==> config.mk <==
export PLATFORM = sky130hd
export DESIGN_NAME = mpi_ctrl
export DESIGN_NICKNAME = d
export VERILOG_FILES = /design/src/verilog/mpi_pkg.sv /design/src/verilog/mpi_ctrl.sv
export SDC_FILE = /design/constraint.sdc
export NUM_CORES = 1
export LEC_CHECK = 0
export BUFFER_PORTS_ARGS = -buffer_cell sky130_fd_sc_hd__buf_2
export CAP_MARGIN = 20
export CELL_PAD_IN_SITES_DETAIL_PLACEMENT = 0
export CELL_PAD_IN_SITES_GLOBAL_PLACEMENT = 1
export CORE_UTILIZATION = 35
export CTS_CLUSTER_DIAMETER = 40
export DETAILED_ROUTE_END_ITERATION = 16
export HOLD_SLACK_MARGIN = 0.03
export PLACE_DENSITY = 0.8
export SLEW_MARGIN = 10
export SYNTH_ARGS = -nofsm -noshare
export SYNTH_HDL_FRONTEND = slang
export SYNTH_SLANG_ARGS = --single-unit
==> constraint.sdc <==
create_clock -name core_clk -period 10.9 [get_ports core_clk]
set_input_delay 2.18 -clock core_clk [delete_from_list [all_inputs] [get_ports core_clk]]
set_output_delay 2.18 -clock core_clk [all_outputs]
set_load 0.01 [all_outputs]
==> src/verilog/mpi_pkg.sv <==
package mpi_pkg;

	localparam int unsigned NUM_SRC = 6;
	localparam int unsigned LVL_W   = 2;
	localparam int unsigned VEC_W   = 16;
	localparam int unsigned SRC_W   = 3;
	localparam int unsigned NUM_PIN = 4;

	// Source index, also the polling order inside a level (lowest index wins)
	localparam logic [SRC_W-1:0] SRC_EXT0   = 3'h0;
	localparam logic [SRC_W-1:0] SRC_TMR0   = 3'h1;
	localparam logic [SRC_W-1:0] SRC_EXT1   = 3'h2;
	localparam logic [SRC_W-1:0] SRC_TMR1   = 3'h3;
	localparam logic [SRC_W-1:0] SRC_SERIAL = 3'h4;
	localparam logic [SRC_W-1:0] SRC_CARD   = 3'h5;

	// Vector addresses
	localparam logic [VEC_W-1:0] VEC_EXT0   = 16'h0003;
	localparam logic [VEC_W-1:0] VEC_TMR0   = 16'h000b;
	localparam logic [VEC_W-1:0] VEC_EXT1   = 16'h0013;
	localparam logic [VEC_W-1:0] VEC_TMR1   = 16'h001b;
	localparam logic [VEC_W-1:0] VEC_SERIAL = 16'h0023;
	localparam logic [VEC_W-1:0] VEC_CARD   = 16'h0053;

	// Priority levels
	localparam logic [LVL_W-1:0] LVL_LOWEST  = 2'h0;
	localparam logic [LVL_W-1:0] LVL_HIGHEST = 2'h3;

	// Bit positions of the synchronised pin vector
	localparam int unsigned PIN_EXT0 = 0;
	localparam int unsigned PIN_EXT1 = 1;
	localparam int unsigned PIN_RX   = 2;
	localparam int unsigned PIN_CARD = 3;

	// Reset values; pins idle high
	localparam logic [NUM_PIN-1:0] PIN_RST = 4'hf;
	localparam logic [NUM_SRC-1:0] SRC_RST = 6'h00;
	localparam logic [LVL_W+1:0]   INSVC_RST = 4'h0;

endpackage

==> src/verilog/mpi_ctrl.sv <==
`timescale 1ns/100ps
module mpi_ctrl
	import mpi_pkg::*;
(
	input  wire  logic               core_clk,
	input  wire  logic               srst,
	// Pins from outside the core clock domain
	input  wire  logic               ext0_in,
	input  wire  logic               ext1_out_en_in,
	input  wire  logic               rx_pin_in,
	input  wire  logic               card_detect_in,
	// Flags from other on-chip blocks
	input  wire  logic               timer0_overflow_flag,
	input  wire  logic               timer1_overflow_flag,
	input  wire  logic               rx_done_flag,
	input  wire  logic               tx_done_flag,
	input  wire  logic               card_if_irq,
	// Enable bits
	input  wire  logic               global_irq_enable,
	input  wire  logic               ext0_enable,
	input  wire  logic               timer0_irq_en,
	input  wire  logic               ext1_enable,
	input  wire  logic               timer1_irq_en,
	input  wire  logic               serial_irq_en,
	input  wire  logic               card_if_irq_en,
	// Priority bits, indexed by source
	input  wire  logic [NUM_SRC-1:0] prio_high_bit,
	input  wire  logic [NUM_SRC-1:0] prio_low_bit,
	// Trigger configuration
	input  wire  logic               ext0_edge_select,
	input  wire  logic               ext1_edge_select,
	input  wire  logic               out_en_irq_en,
	input  wire  logic               out_en_level_sel,
	input  wire  logic               rx_pin_irq_en,
	input  wire  logic               card_detect_irq_en,
	input  wire  logic               card_detect_level_sel,
	// Software clears
	input  wire  logic               rx_pin_flag_clr,
	input  wire  logic               card_detect_flag_clr,
	// Processor handshake
	input  wire  logic               irq_ack,
	input  wire  logic               irq_return,
	output logic                     irq_req_r,
	output logic [VEC_W-1:0]         irq_vector_r,
	output logic [LVL_W-1:0]         irq_level_r,
	output logic [LVL_W+1:0]         in_service_r,
	// Flags and clear strobes
	output logic                     ext0_flag_r,
	output logic                     ext1_flag_r,
	output logic                     rx_pin_flag_r,
	output logic                     card_detect_flag_r,
	output logic                     timer0_flag_clr_r,
	output logic                     timer1_flag_clr_r
);

	logic [NUM_PIN-1:0] pin_meta_r;
	logic [NUM_PIN-1:0] pin_sync_r;
	logic [NUM_PIN-1:0] pin_prev_r;
	logic [SRC_W-1:0]   req_src_r;
	logic [NUM_SRC-1:0] src_en;
	logic [NUM_SRC-1:0] src_flag;
	logic [NUM_SRC-1:0] pend;
	logic               grp_ext1;
	logic               best_found;
	logic [LVL_W-1:0]   best_lvl;
	logic [SRC_W-1:0]   best_src;
	logic [LVL_W-1:0]   cur_lvl;
	logic               take;
	logic               ack_ok;
	logic               ext1_pin_active;
	logic               ext1_fall;
	logic               ext0_fall;
	logic               card_hit;

	function automatic logic [VEC_W-1:0] vec_of(input logic [SRC_W-1:0] s);
		logic [VEC_W-1:0] v;
		v = VEC_EXT0;
		unique case (s)
			SRC_EXT0:   v = VEC_EXT0;
			SRC_TMR0:   v = VEC_TMR0;
			SRC_EXT1:   v = VEC_EXT1;
			SRC_TMR1:   v = VEC_TMR1;
			SRC_SERIAL: v = VEC_SERIAL;
			SRC_CARD:   v = VEC_CARD;
			default:    v = VEC_EXT0;
		endcase
		return v;
	endfunction

	// Two-stage synchroniser; only the second stage is looked at.
	// A third stage keeps the previous settled value for edge detection.
	// Reset presets all stages high, the idle level of every pin, so no
	// false falling edge is seen when reset is released.
	// Cost: a pin event reaches its flag three edges after it settles.
	always_ff @(posedge core_clk) begin
		if (srst) begin
			pin_meta_r <= PIN_RST;
			pin_sync_r <= PIN_RST;
			pin_prev_r <= PIN_RST;
		end else begin
			pin_meta_r <= {card_detect_in, rx_pin_in, ext1_out_en_in, ext0_in};
			pin_sync_r <= pin_meta_r;
			pin_prev_r <= pin_sync_r;
		end
	end

	assign ext0_fall       = pin_prev_r[PIN_EXT0] & ~pin_sync_r[PIN_EXT0];
	assign ext1_fall       = pin_prev_r[PIN_EXT1] & ~pin_sync_r[PIN_EXT1];
	assign ext1_pin_active = (pin_sync_r[PIN_EXT1] == out_en_level_sel);
	// Entering the selected level counts as a presence change
	assign card_hit = (pin_sync_r[PIN_CARD] == card_detect_level_sel) &
			  (pin_prev_r[PIN_CARD] != card_detect_level_sel);

	// An acknowledge with no request standing is ignored, so a stray
	// pulse from the core cannot mark a level as in service
	assign ack_ok = irq_ack & irq_req_r;

	// External 0 flag: falling edge sticky, or follows the low level.
	// In edge mode a new falling edge in the acknowledge cycle keeps the
	// flag set, so that second event is not lost.
	always_ff @(posedge core_clk) begin
		if (srst) begin
			ext0_flag_r <= 1'b0;
		end else if (ext0_edge_select) begin
			if (ext0_fall)
				ext0_flag_r <= 1'b1;
			else if (ack_ok && req_src_r == SRC_EXT0)
				ext0_flag_r <= 1'b0;
		end else begin
			ext0_flag_r <= ~pin_sync_r[PIN_EXT0];
		end
	end

	// Output-enable pin flag; the detection set wins over the vector clear.
	// Disabling the pin drops a pending flag at once, so a stale event is
	// not served when the pin is enabled again later.
	always_ff @(posedge core_clk) begin
		if (srst) begin
			ext1_flag_r <= 1'b0;
		end else if (!out_en_irq_en) begin
			ext1_flag_r <= 1'b0;
		end else if (ext1_edge_select) begin
			if (ext1_fall)
				ext1_flag_r <= 1'b1;
			else if (ack_ok && req_src_r == SRC_EXT1)
				ext1_flag_r <= 1'b0;
		end else begin
			// Level mode tracks the pin, so a held level requests again
			ext1_flag_r <= ext1_pin_active;
		end
	end

	// Receive pin flag: set while the pin is low, so a software clear
	// only sticks once the line has returned high. The set wins over a
	// clear in the same cycle.
	always_ff @(posedge core_clk) begin
		if (srst)
			rx_pin_flag_r <= 1'b0;
		else if (!pin_sync_r[PIN_RX])
			rx_pin_flag_r <= 1'b1;
		else if (rx_pin_flag_clr)
			rx_pin_flag_r <= 1'b0;
	end

	// Never cleared by the vector: software owns the clear.
	// Only the entry into the selected level counts, so a card that stays
	// present does not set the flag again after software clears it.
	always_ff @(posedge core_clk) begin
		if (srst)
			card_detect_flag_r <= 1'b0;
		else if (card_hit)
			card_detect_flag_r <= 1'b1;
		else if (card_detect_flag_clr)
			card_detect_flag_r <= 1'b0;
	end

	// Group request for the shared vector.
	// Each sub-flag is gated by its own enable; the group as a whole is
	// then gated by the external-1 enable and the global enable below.
	// The vector is not told which sub-source fired: software must look
	// at the individual flags.
	assign grp_ext1 = (ext1_flag_r & out_en_irq_en) |
			  (rx_pin_flag_r & rx_pin_irq_en) |
			  (card_detect_flag_r & card_detect_irq_en);

	assign src_en = {card_if_irq_en, serial_irq_en, timer1_irq_en,
			 ext1_enable, timer0_irq_en, ext0_enable};
	assign src_flag = {card_if_irq, rx_done_flag | tx_done_flag, timer1_overflow_flag,
			   grp_ext1, timer0_overflow_flag, ext0_flag_r};
	assign pend = global_irq_enable ? (src_en & src_flag) : SRC_RST;

	// Walk from the last source down so an equal level at a lower index
	// overwrites: highest level first, then polling order.
	// The arbiter is purely combinational over six sources; the result is
	// registered once, so the request lags its flag by one edge.
	always_comb begin
		logic [LVL_W-1:0] lv;
		lv         = LVL_LOWEST;
		best_found = 1'b0;
		best_lvl   = LVL_LOWEST;
		best_src   = SRC_EXT0;
		for (int s = NUM_SRC - 1; s >= 0; s--) begin
			lv = {prio_high_bit[s], prio_low_bit[s]};
			if (pend[s] && (!best_found || lv >= best_lvl)) begin
				best_found = 1'b1;
				best_lvl   = lv;
				best_src   = SRC_W'(s);
			end
		end
	end

	// Highest level now in service; only meaningful when some bit is set
	always_comb begin
		cur_lvl = LVL_LOWEST;
		for (int l = 0; l <= int'(LVL_HIGHEST); l++) begin
			if (in_service_r[l])
				cur_lvl = LVL_W'(l);
		end
	end

	// Strictly greater: equal level never preempts, level 0 never does.
	// With nothing in service any pending level may be requested.
	assign take = best_found && (in_service_r == INSVC_RST || best_lvl > cur_lvl);

	// Request is dropped in the acknowledge cycle so the old in-service
	// state cannot produce a stale second request
	always_ff @(posedge core_clk) begin
		if (srst) begin
			irq_req_r    <= 1'b0;
			irq_vector_r <= VEC_EXT0;
			irq_level_r  <= LVL_LOWEST;
			req_src_r    <= SRC_EXT0;
		end else if (ack_ok) begin
			irq_req_r <= 1'b0;
		end else begin
			irq_req_r    <= take;
			irq_vector_r <= vec_of(best_src);
			irq_level_r  <= best_lvl;
			req_src_r    <= best_src;
		end
	end

	// One bit per level; return retires the highest active one.
	// Nesting depth is bounded by the four levels, since a level can only
	// be entered from below. An acknowledge in the same cycle as a return
	// wins; the core must not overlap them.
	always_ff @(posedge core_clk) begin
		if (srst) begin
			in_service_r <= INSVC_RST;
		end else if (ack_ok) begin
			in_service_r[irq_level_r] <= 1'b1;
		end else if (irq_return && in_service_r != INSVC_RST) begin
			in_service_r[cur_lvl] <= 1'b0;
		end
	end

	// One-cycle strobes telling the timers to drop their overflow flags,
	// since the timer flags are owned by the timer blocks themselves.
	// The serial and card flags are not cleared here: software owns them.
	always_ff @(posedge core_clk) begin
		if (srst) begin
			timer0_flag_clr_r <= 1'b0;
			timer1_flag_clr_r <= 1'b0;
		end else begin
			timer0_flag_clr_r <= ack_ok && req_src_r == SRC_TMR0;
			timer1_flag_clr_r <= ack_ok && req_src_r == SRC_TMR1;
		end
	end

endmodule

Word level (Yosys, flattened, before mapping)
Cells that the tools add are included.
{"block": "totals", "word_cells": 125, "register_bits": 44, "inputBits": 41}
{"block": "op_classes", "muxes": 39, "reduce_logical": 31, "n_eq_ne": 14, "magnitude_cmp": 10, "bitwise": 17}
{"cell": "7-bit case mux with 5 select lines", "count": 1}
{"cell": "1-bit two-way mux", "count": 19}
{"cell": "3-bit two-way mux", "count": 6}
{"cell": "2-bit two-way mux", "count": 8}
{"cell": "1-bit logical AND", "count": 13}
{"cell": "3-bit by 2-bit equality test with 1-bit output, second input constant", "count": 4}
{"cell": "2-bit >= comparator", "count": 5}
{"cell": "4-bit two-way mux", "count": 2}
{"cell": "1-bit bitwise AND", "count": 7}
{"cell": "6-bit bitwise AND", "count": 1}
{"cell": "3-bit by 1-bit equality test with 1-bit output, second input constant", "count": 2}
{"cell": "3-bit equality test, second input constant", "count": 2}
{"cell": "1-bit logical OR", "count": 6}
{"cell": "2-bit by 3-bit less-than comparator with 1-bit output, second input constant", "count": 2}
{"cell": "6-bit two-way mux", "count": 1}
{"cell": "3-bit by 1-bit inequality test with 1-bit output, second input constant", "count": 2}
{"cell": "1-bit logical NOT", "count": 5}
{"cell": "4-bit bitwise AND", "count": 1}
{"cell": "1-bit demux with 2-bit select", "count": 2}
{"cell": "2-bit by 1-bit >= comparator with 1-bit output, second input constant", "count": 2}
{"cell": "4-bit logical NOT", "count": 1}
{"cell": "4-bit inverter", "count": 1}
{"cell": "4-bit OR", "count": 1}
{"cell": "2-bit nonzero test", "count": 2}
{"cell": "other kinds (9)", "count": 15}

Longest topological paths before layout
{"block": "logic_depth", "ltp_word": 29, "depth_mapped": 38, "mapped_depth_nobuf": 37}

Worst setup path after synthesis
OpenSTA, ideal clock, no wires.
{"block": "synth_path", "kind": "input to register", "from": "input port global_irq_enable", "to": "register irq_req_r", "setup_slack_ps": 2183, "n_path_buf": 1, "cell_stages": 37, "setup_ps": 120, "t_arrival_ps": 8597, "path_cell_list": "buf_2 > nand2_1 > nor2_1 > ha_1 > nand2b_1 > a211oi_2 > nor2_1 > a22o_1 > ha_1 > nand2b_1 > a221oi_2 > nor3b_1 > a221oi_1 > nor2_1 > ha_1 > nand2b_1 > a21oi_1 > a211oi_1 > o31ai_1 > ha_1 > nand2b_1 > a21oi_1 > a21o_1 > o211ai_1 > o221ai_2 > ha_1 > nand2b_1 > a21oi_1 > o22ai_2 > a211o_2 > a21oi_2 > nor2_1 > ha_1 > a21oi_1 > a21oi_1 > o211ai_1 > nor2_1"}
{"block": "synth_via", "elab_chain_cells": 25, "elab_cells_between_ends": 36, "cone_classes": "order compare: 6; mux: 13; reduce/logical: 17"}
{"item": "start: declaration", "line_no": "mpi_ctrl.sv:19", "text": "input wire logic global_irq_enable,"}
{"item": "6-bit two-way mux (*)", "line_no": "mpi_ctrl.sv:190", "text": "assign pend = global_irq_enable ? (src_en & src_flag) : SRC_RST;"}
{"item": "2-bit two-way mux / 1-bit two-way mux (equally long branches)", "line_no": "mpi_ctrl.sv:204", "text": "if (pend[s] && (!best_found || lv >= best_lvl)) begin"}
{"item": "2-bit >= comparator / 1-bit logical NOT (equally long branches)", "line_no": "mpi_ctrl.sv:204"}
{"item": "1-bit logical OR", "line_no": "mpi_ctrl.sv:204"}
{"item": "1-bit logical AND", "line_no": "mpi_ctrl.sv:204"}
{"item": "2-bit two-way mux / 1-bit two-way mux (equally long branches)", "line_no": "mpi_ctrl.sv:204"}
{"item": "2-bit >= comparator / 1-bit logical NOT (equally long branches)", "line_no": "mpi_ctrl.sv:204"}
{"item": "1-bit logical OR", "line_no": "mpi_ctrl.sv:204"}
{"item": "[... 10 more ...]"}
{"item": "2-bit >= comparator / 1-bit logical NOT (equally long branches)", "line_no": "mpi_ctrl.sv:204"}
{"item": "1-bit logical OR", "line_no": "mpi_ctrl.sv:204"}
{"item": "1-bit logical AND", "line_no": "mpi_ctrl.sv:204"}
{"item": "2-bit two-way mux (*)", "line_no": "mpi_ctrl.sv:204"}
{"item": "net best_lvl[1]", "line_no": "mpi_ctrl.sv:65", "text": "logic [LVL_W-1:0] best_lvl;"}
{"item": "2-bit > comparator (*)", "line_no": "mpi_ctrl.sv:223", "text": "assign take = best_found && (in_service_r == INSVC_RST || best_lvl > cur_lvl);"}
{"item": "1-bit logical OR (*)", "line_no": "mpi_ctrl.sv:223"}
{"item": "1-bit logical AND (*)", "line_no": "mpi_ctrl.sv:223"}
{"item": "end signal: assignment", "line_no": "mpi_ctrl.sv:236", "text": "irq_req_r <= take;"}
{"item": "end: declaration", "line_no": "mpi_ctrl.sv:43", "text": "output logic irq_req_r,"}
The timed path passes the listed nets; every way through them passes the cells marked *.
A chain may end at the register's enable or synchronous reset.

Final worst setup path
Ends and elaborated chain as after synthesis.

==> results by group <==
Run status
  – Outcome: complete, no violations

Yosys
  – Multiplexer area fraction after synthesis: 1.11%
  – YS warnings: 0
  – Post-synthesis cell area: 0.00192 mm^2
  – Most frequent cell after synthesis: dfxtp_1
  – Proportion of synthesized chip area in sequential cells: 32.2%
  – Largest family of logic cells by synthesized area: simple AND/OR/NAND/NOR gates
  – Compound-Gate Fraction of Synth Area: 24.4%
  – Synth Flop Type: dfxtp_1
  – Synth top cells by count: 31 x dfxtp_1, 21 x nand2_1, 20 x nor2_1
  – Synth Area in Simple Gates: 24.8%
  – Synth Instances: 234
  – EDFF count, synth: 0
  – Unique masters post-synth: 59
  – XOR/XNOR Fraction of Synth Area: 0%
  – Synth area leader: dfxtp_1
  – Synth Area per Inst: 8.22 um^2
  – Seq cells post-synth: 31
  – Top cells by area, synth: dfxtp_1 32%, ha_1 8.5%, buf_4 4.7%, nand2_1 4.1%, nor2_1 3.9%
  – Async set-reset flop share out of synthesis: 0%
  – Adder-Cell Fraction of Synth Area: 8.45%
  – Top cell type's share of synthesized area: 32.2%

Clock tree
  – CTS H-tree depth: 2
  – Clock Latency Late Sink: 0.28 ns
  – Clock transition at path regs: 0.07 ns
  – Clk root buf: clkbuf_8
  – Postcts setup bufs: 0
  – Longest Clk Path Bufs: 2
  – Num CTS Buffers: 5
  – Post_cts resized: 0
  – Clk sinks: 31
  – CTS tree: done
  – Hold buffer count at cts: 0

Critical path
  – CP endpoint kind: flop
  – CP max stage delay: 0.51 ns
  – Reg2reg setup slack: 6.04 ns
  – R2r worst-path depth: 21
  – CP startpoint kind: primary input
  – Critical path required time: 11.06 ns
  – Max FO, Critical Path: 13
  – Slowest stage cell, crit path: a211oi_1
  – Worst setup path class: primary input to flop
  – CP bufs+invs: 1
  – Crit Reg-Reg Endpoint: irq_req_r$_SDFF_PP0_
  – Arr. time, crit path: 9.46 ns
  – Most frequent CP cell: ha_1
  – Family with the most delay on the worst path: compound AO/OA/AOI/OAI gates
  – Reg2reg start: ext1_flag_r$_SDFFE_PP0P_

Timing
  – Final Skew: 0.00553 ns
  – RSZ-0062 raised after global routing: false
  – Min cycle time layout: 9.30 ns
  – Slew headroom: 47.7%
  – Fin crit share: 85.3%
  – Setup tns final: 0 ns
  – Fmax achieved: 0.108 GHz
  – Least-Margin Pin Slew: 0.785 ns
  – Setup violators final: 0
  – Max Slew Vio Count: 0
  – Final hold vios: 0

Placed design
  – RePlAce Congestion: 0.808
  – PortBufs: 57
  – Hpwl dp: 3420 um

Global routing
  – Vias in the first global route: 1661
  – All-Layer GR Usage: 15.8%
  – Total grt overflow: 0
  – Largest net degree at the start of global routing: 28
  – Initial antenna violation count: 0
  – First-pass GRT wire length: 7540 um

Cells and area
  – Final nets: 344
  – Area Growth Syn to Fin: 22.3%
  – # diodes: 0
  – # fillers: 549
  – Layout cells sized above 1: 29.9%

Power
  – PD cells: 131 mW/mm^2
  – Pwr Total: 0.309 mW
  – Leak Pwr: 1.08 nW
  – VDD IR max: 0.163 mV

Routing
  – DR iter-0 viols: 67
  – Routed vias: 1795
  – Final WL: 4490 um
  – DRC Markers: 0
  – Antenna viol nets, final: 0
  – WL per Instance: 12.4 um
  – DR pass1 iterations: 5
  – Avg Vias per Cell: 4.97

Floorplanning
  – Initial Util: 37.0%
  – Die height: 76.2 um
  – I/O pin cnt: 70
  – Die X-Extent: 76.2 um
  – Site row count: 26
  – Placeable Area: 0.00520 mm^2
  – Die ar.: 0.00580 mm^2

Flow run
  – Max Cap Viol: 0

Min path
  – Hold Crit Class: flop to flop
  – Hold_sp: pin_sync_r[2]$_SDFF_PP1_
  – Hold depth: 1
  – Hold Path Sink: rx_pin_flag_r$_SDFFE_PP0P_
[how the worst max path moves through the flow]
stage / endpoint / cells after the start / start
6_report: irq_req_r$_SDFF_PP0_ / 38 / global_irq_enable
3_3_place_gp: irq_req_r$_SDFF_PP0_ / 37 / global_irq_enable
5_1_grt: irq_req_r$_SDFF_PP0_ / 38 / global_irq_enable
4_1_cts: irq_req_r$_SDFF_PP0_ / 37 / global_irq_enable
2_1_floorplan: irq_req_r$_SDFF_PP0_ / 37 / global_irq_enable
3_5_place_dp: irq_req_r$_SDFF_PP0_ / 37 / global_irq_enable
[cell usage in the layout (no fill, tap or decap), types with 3 or more instances in the layout]
cell	instances
a21o_1	3
and3_1	3
o211ai_1	5
o21ai_0	6
nor2_1	20
inv_1	14
conb_1	12
nor4_1	3
nand2_1	21
a21oi_1	14
clkbuf_8	5
nor2b_1	4
buf_2	57
nand3_1	9
dfxtp_1	31
nor3_1	4
a211oi_1	3
or2_2	11
nand2b_1	7
ha_1	13
[layout make-up]
cell class,count,area [um^2],share of cell area (%)
Clock buffer,6,72.6,3.08
Multi-Input combinational cell,181,1170,49.9
Sequential cell,31,621,26.4
Clock inverter,2,60.1,2.55
Timing Repair Buffer,57,285,12.1
Inverter,14,52.6,2.23
Tap cell,70,87.6,3.72
[stage by stage]
step | std cells | hold WS [ns] | worst slack [ns] | util (%) | instance area, um^2
final | 361 | 0.404 | 1.60 | 45.2 | 2350
after global routing | 361 | 0.427 | 0.854 | 45.2 | 2350
after CTS | 361 | 0.402 | 1.58 | 45.2 | 2350
after detailed placement | 353 | 0.392 | 1.29 | 42.7 | 2220
after global placement | 353 | 0.387 | 1.37 | 42.7 | 2220
after floorplan | 244 | 0.385 | 2.18 | - | 1960
[metal layers]
layer	track usage [%]	up-vias	share of wire [%]
met5	0	-	0
met4	3.46	0	0.69
met3	3.23	5	4.6
met2	26.2	55	45
met1	21.1	805	50
li1	-	930	-
[state kept, by name, summed over array words and instances (netlist names)]
signal              flops
card_detect_flag_r      1
ext0_flag_r             1
ext1_flag_r             1
in_service_r            4
irq_level_r             2
irq_req_r               1
irq_vector_r            4
pin_meta_r              4
pin_prev_r              3
pin_sync_r              4
req_src_r               3
rx_pin_flag_r           1
timer0_flag_clr_r       1
timer1_flag_clr_r       1
[kinds of logic after synthesis]
| group | Yosys count |
|---|---|
| AND/OR/NAND/NOR | 92 |
| other | 2 |
| flip-flops | 31 |
| multiplexers | 2 |
| adder cells (fa/ha/maj) | 13 |
| buffers and inverters | 32 |
| AO/OA/AOI/OAI | 62 |
[report_power, final]
part | switching (mW) | leakage (nW) | internal [mW]
combinational | 0.0305 | 0.756 | 0.0232
clock | 0.0421 | 0.0654 | 0.0914
sequential | 0.00370 | 0.254 | 0.118
(Power assumes the default switching activity.)
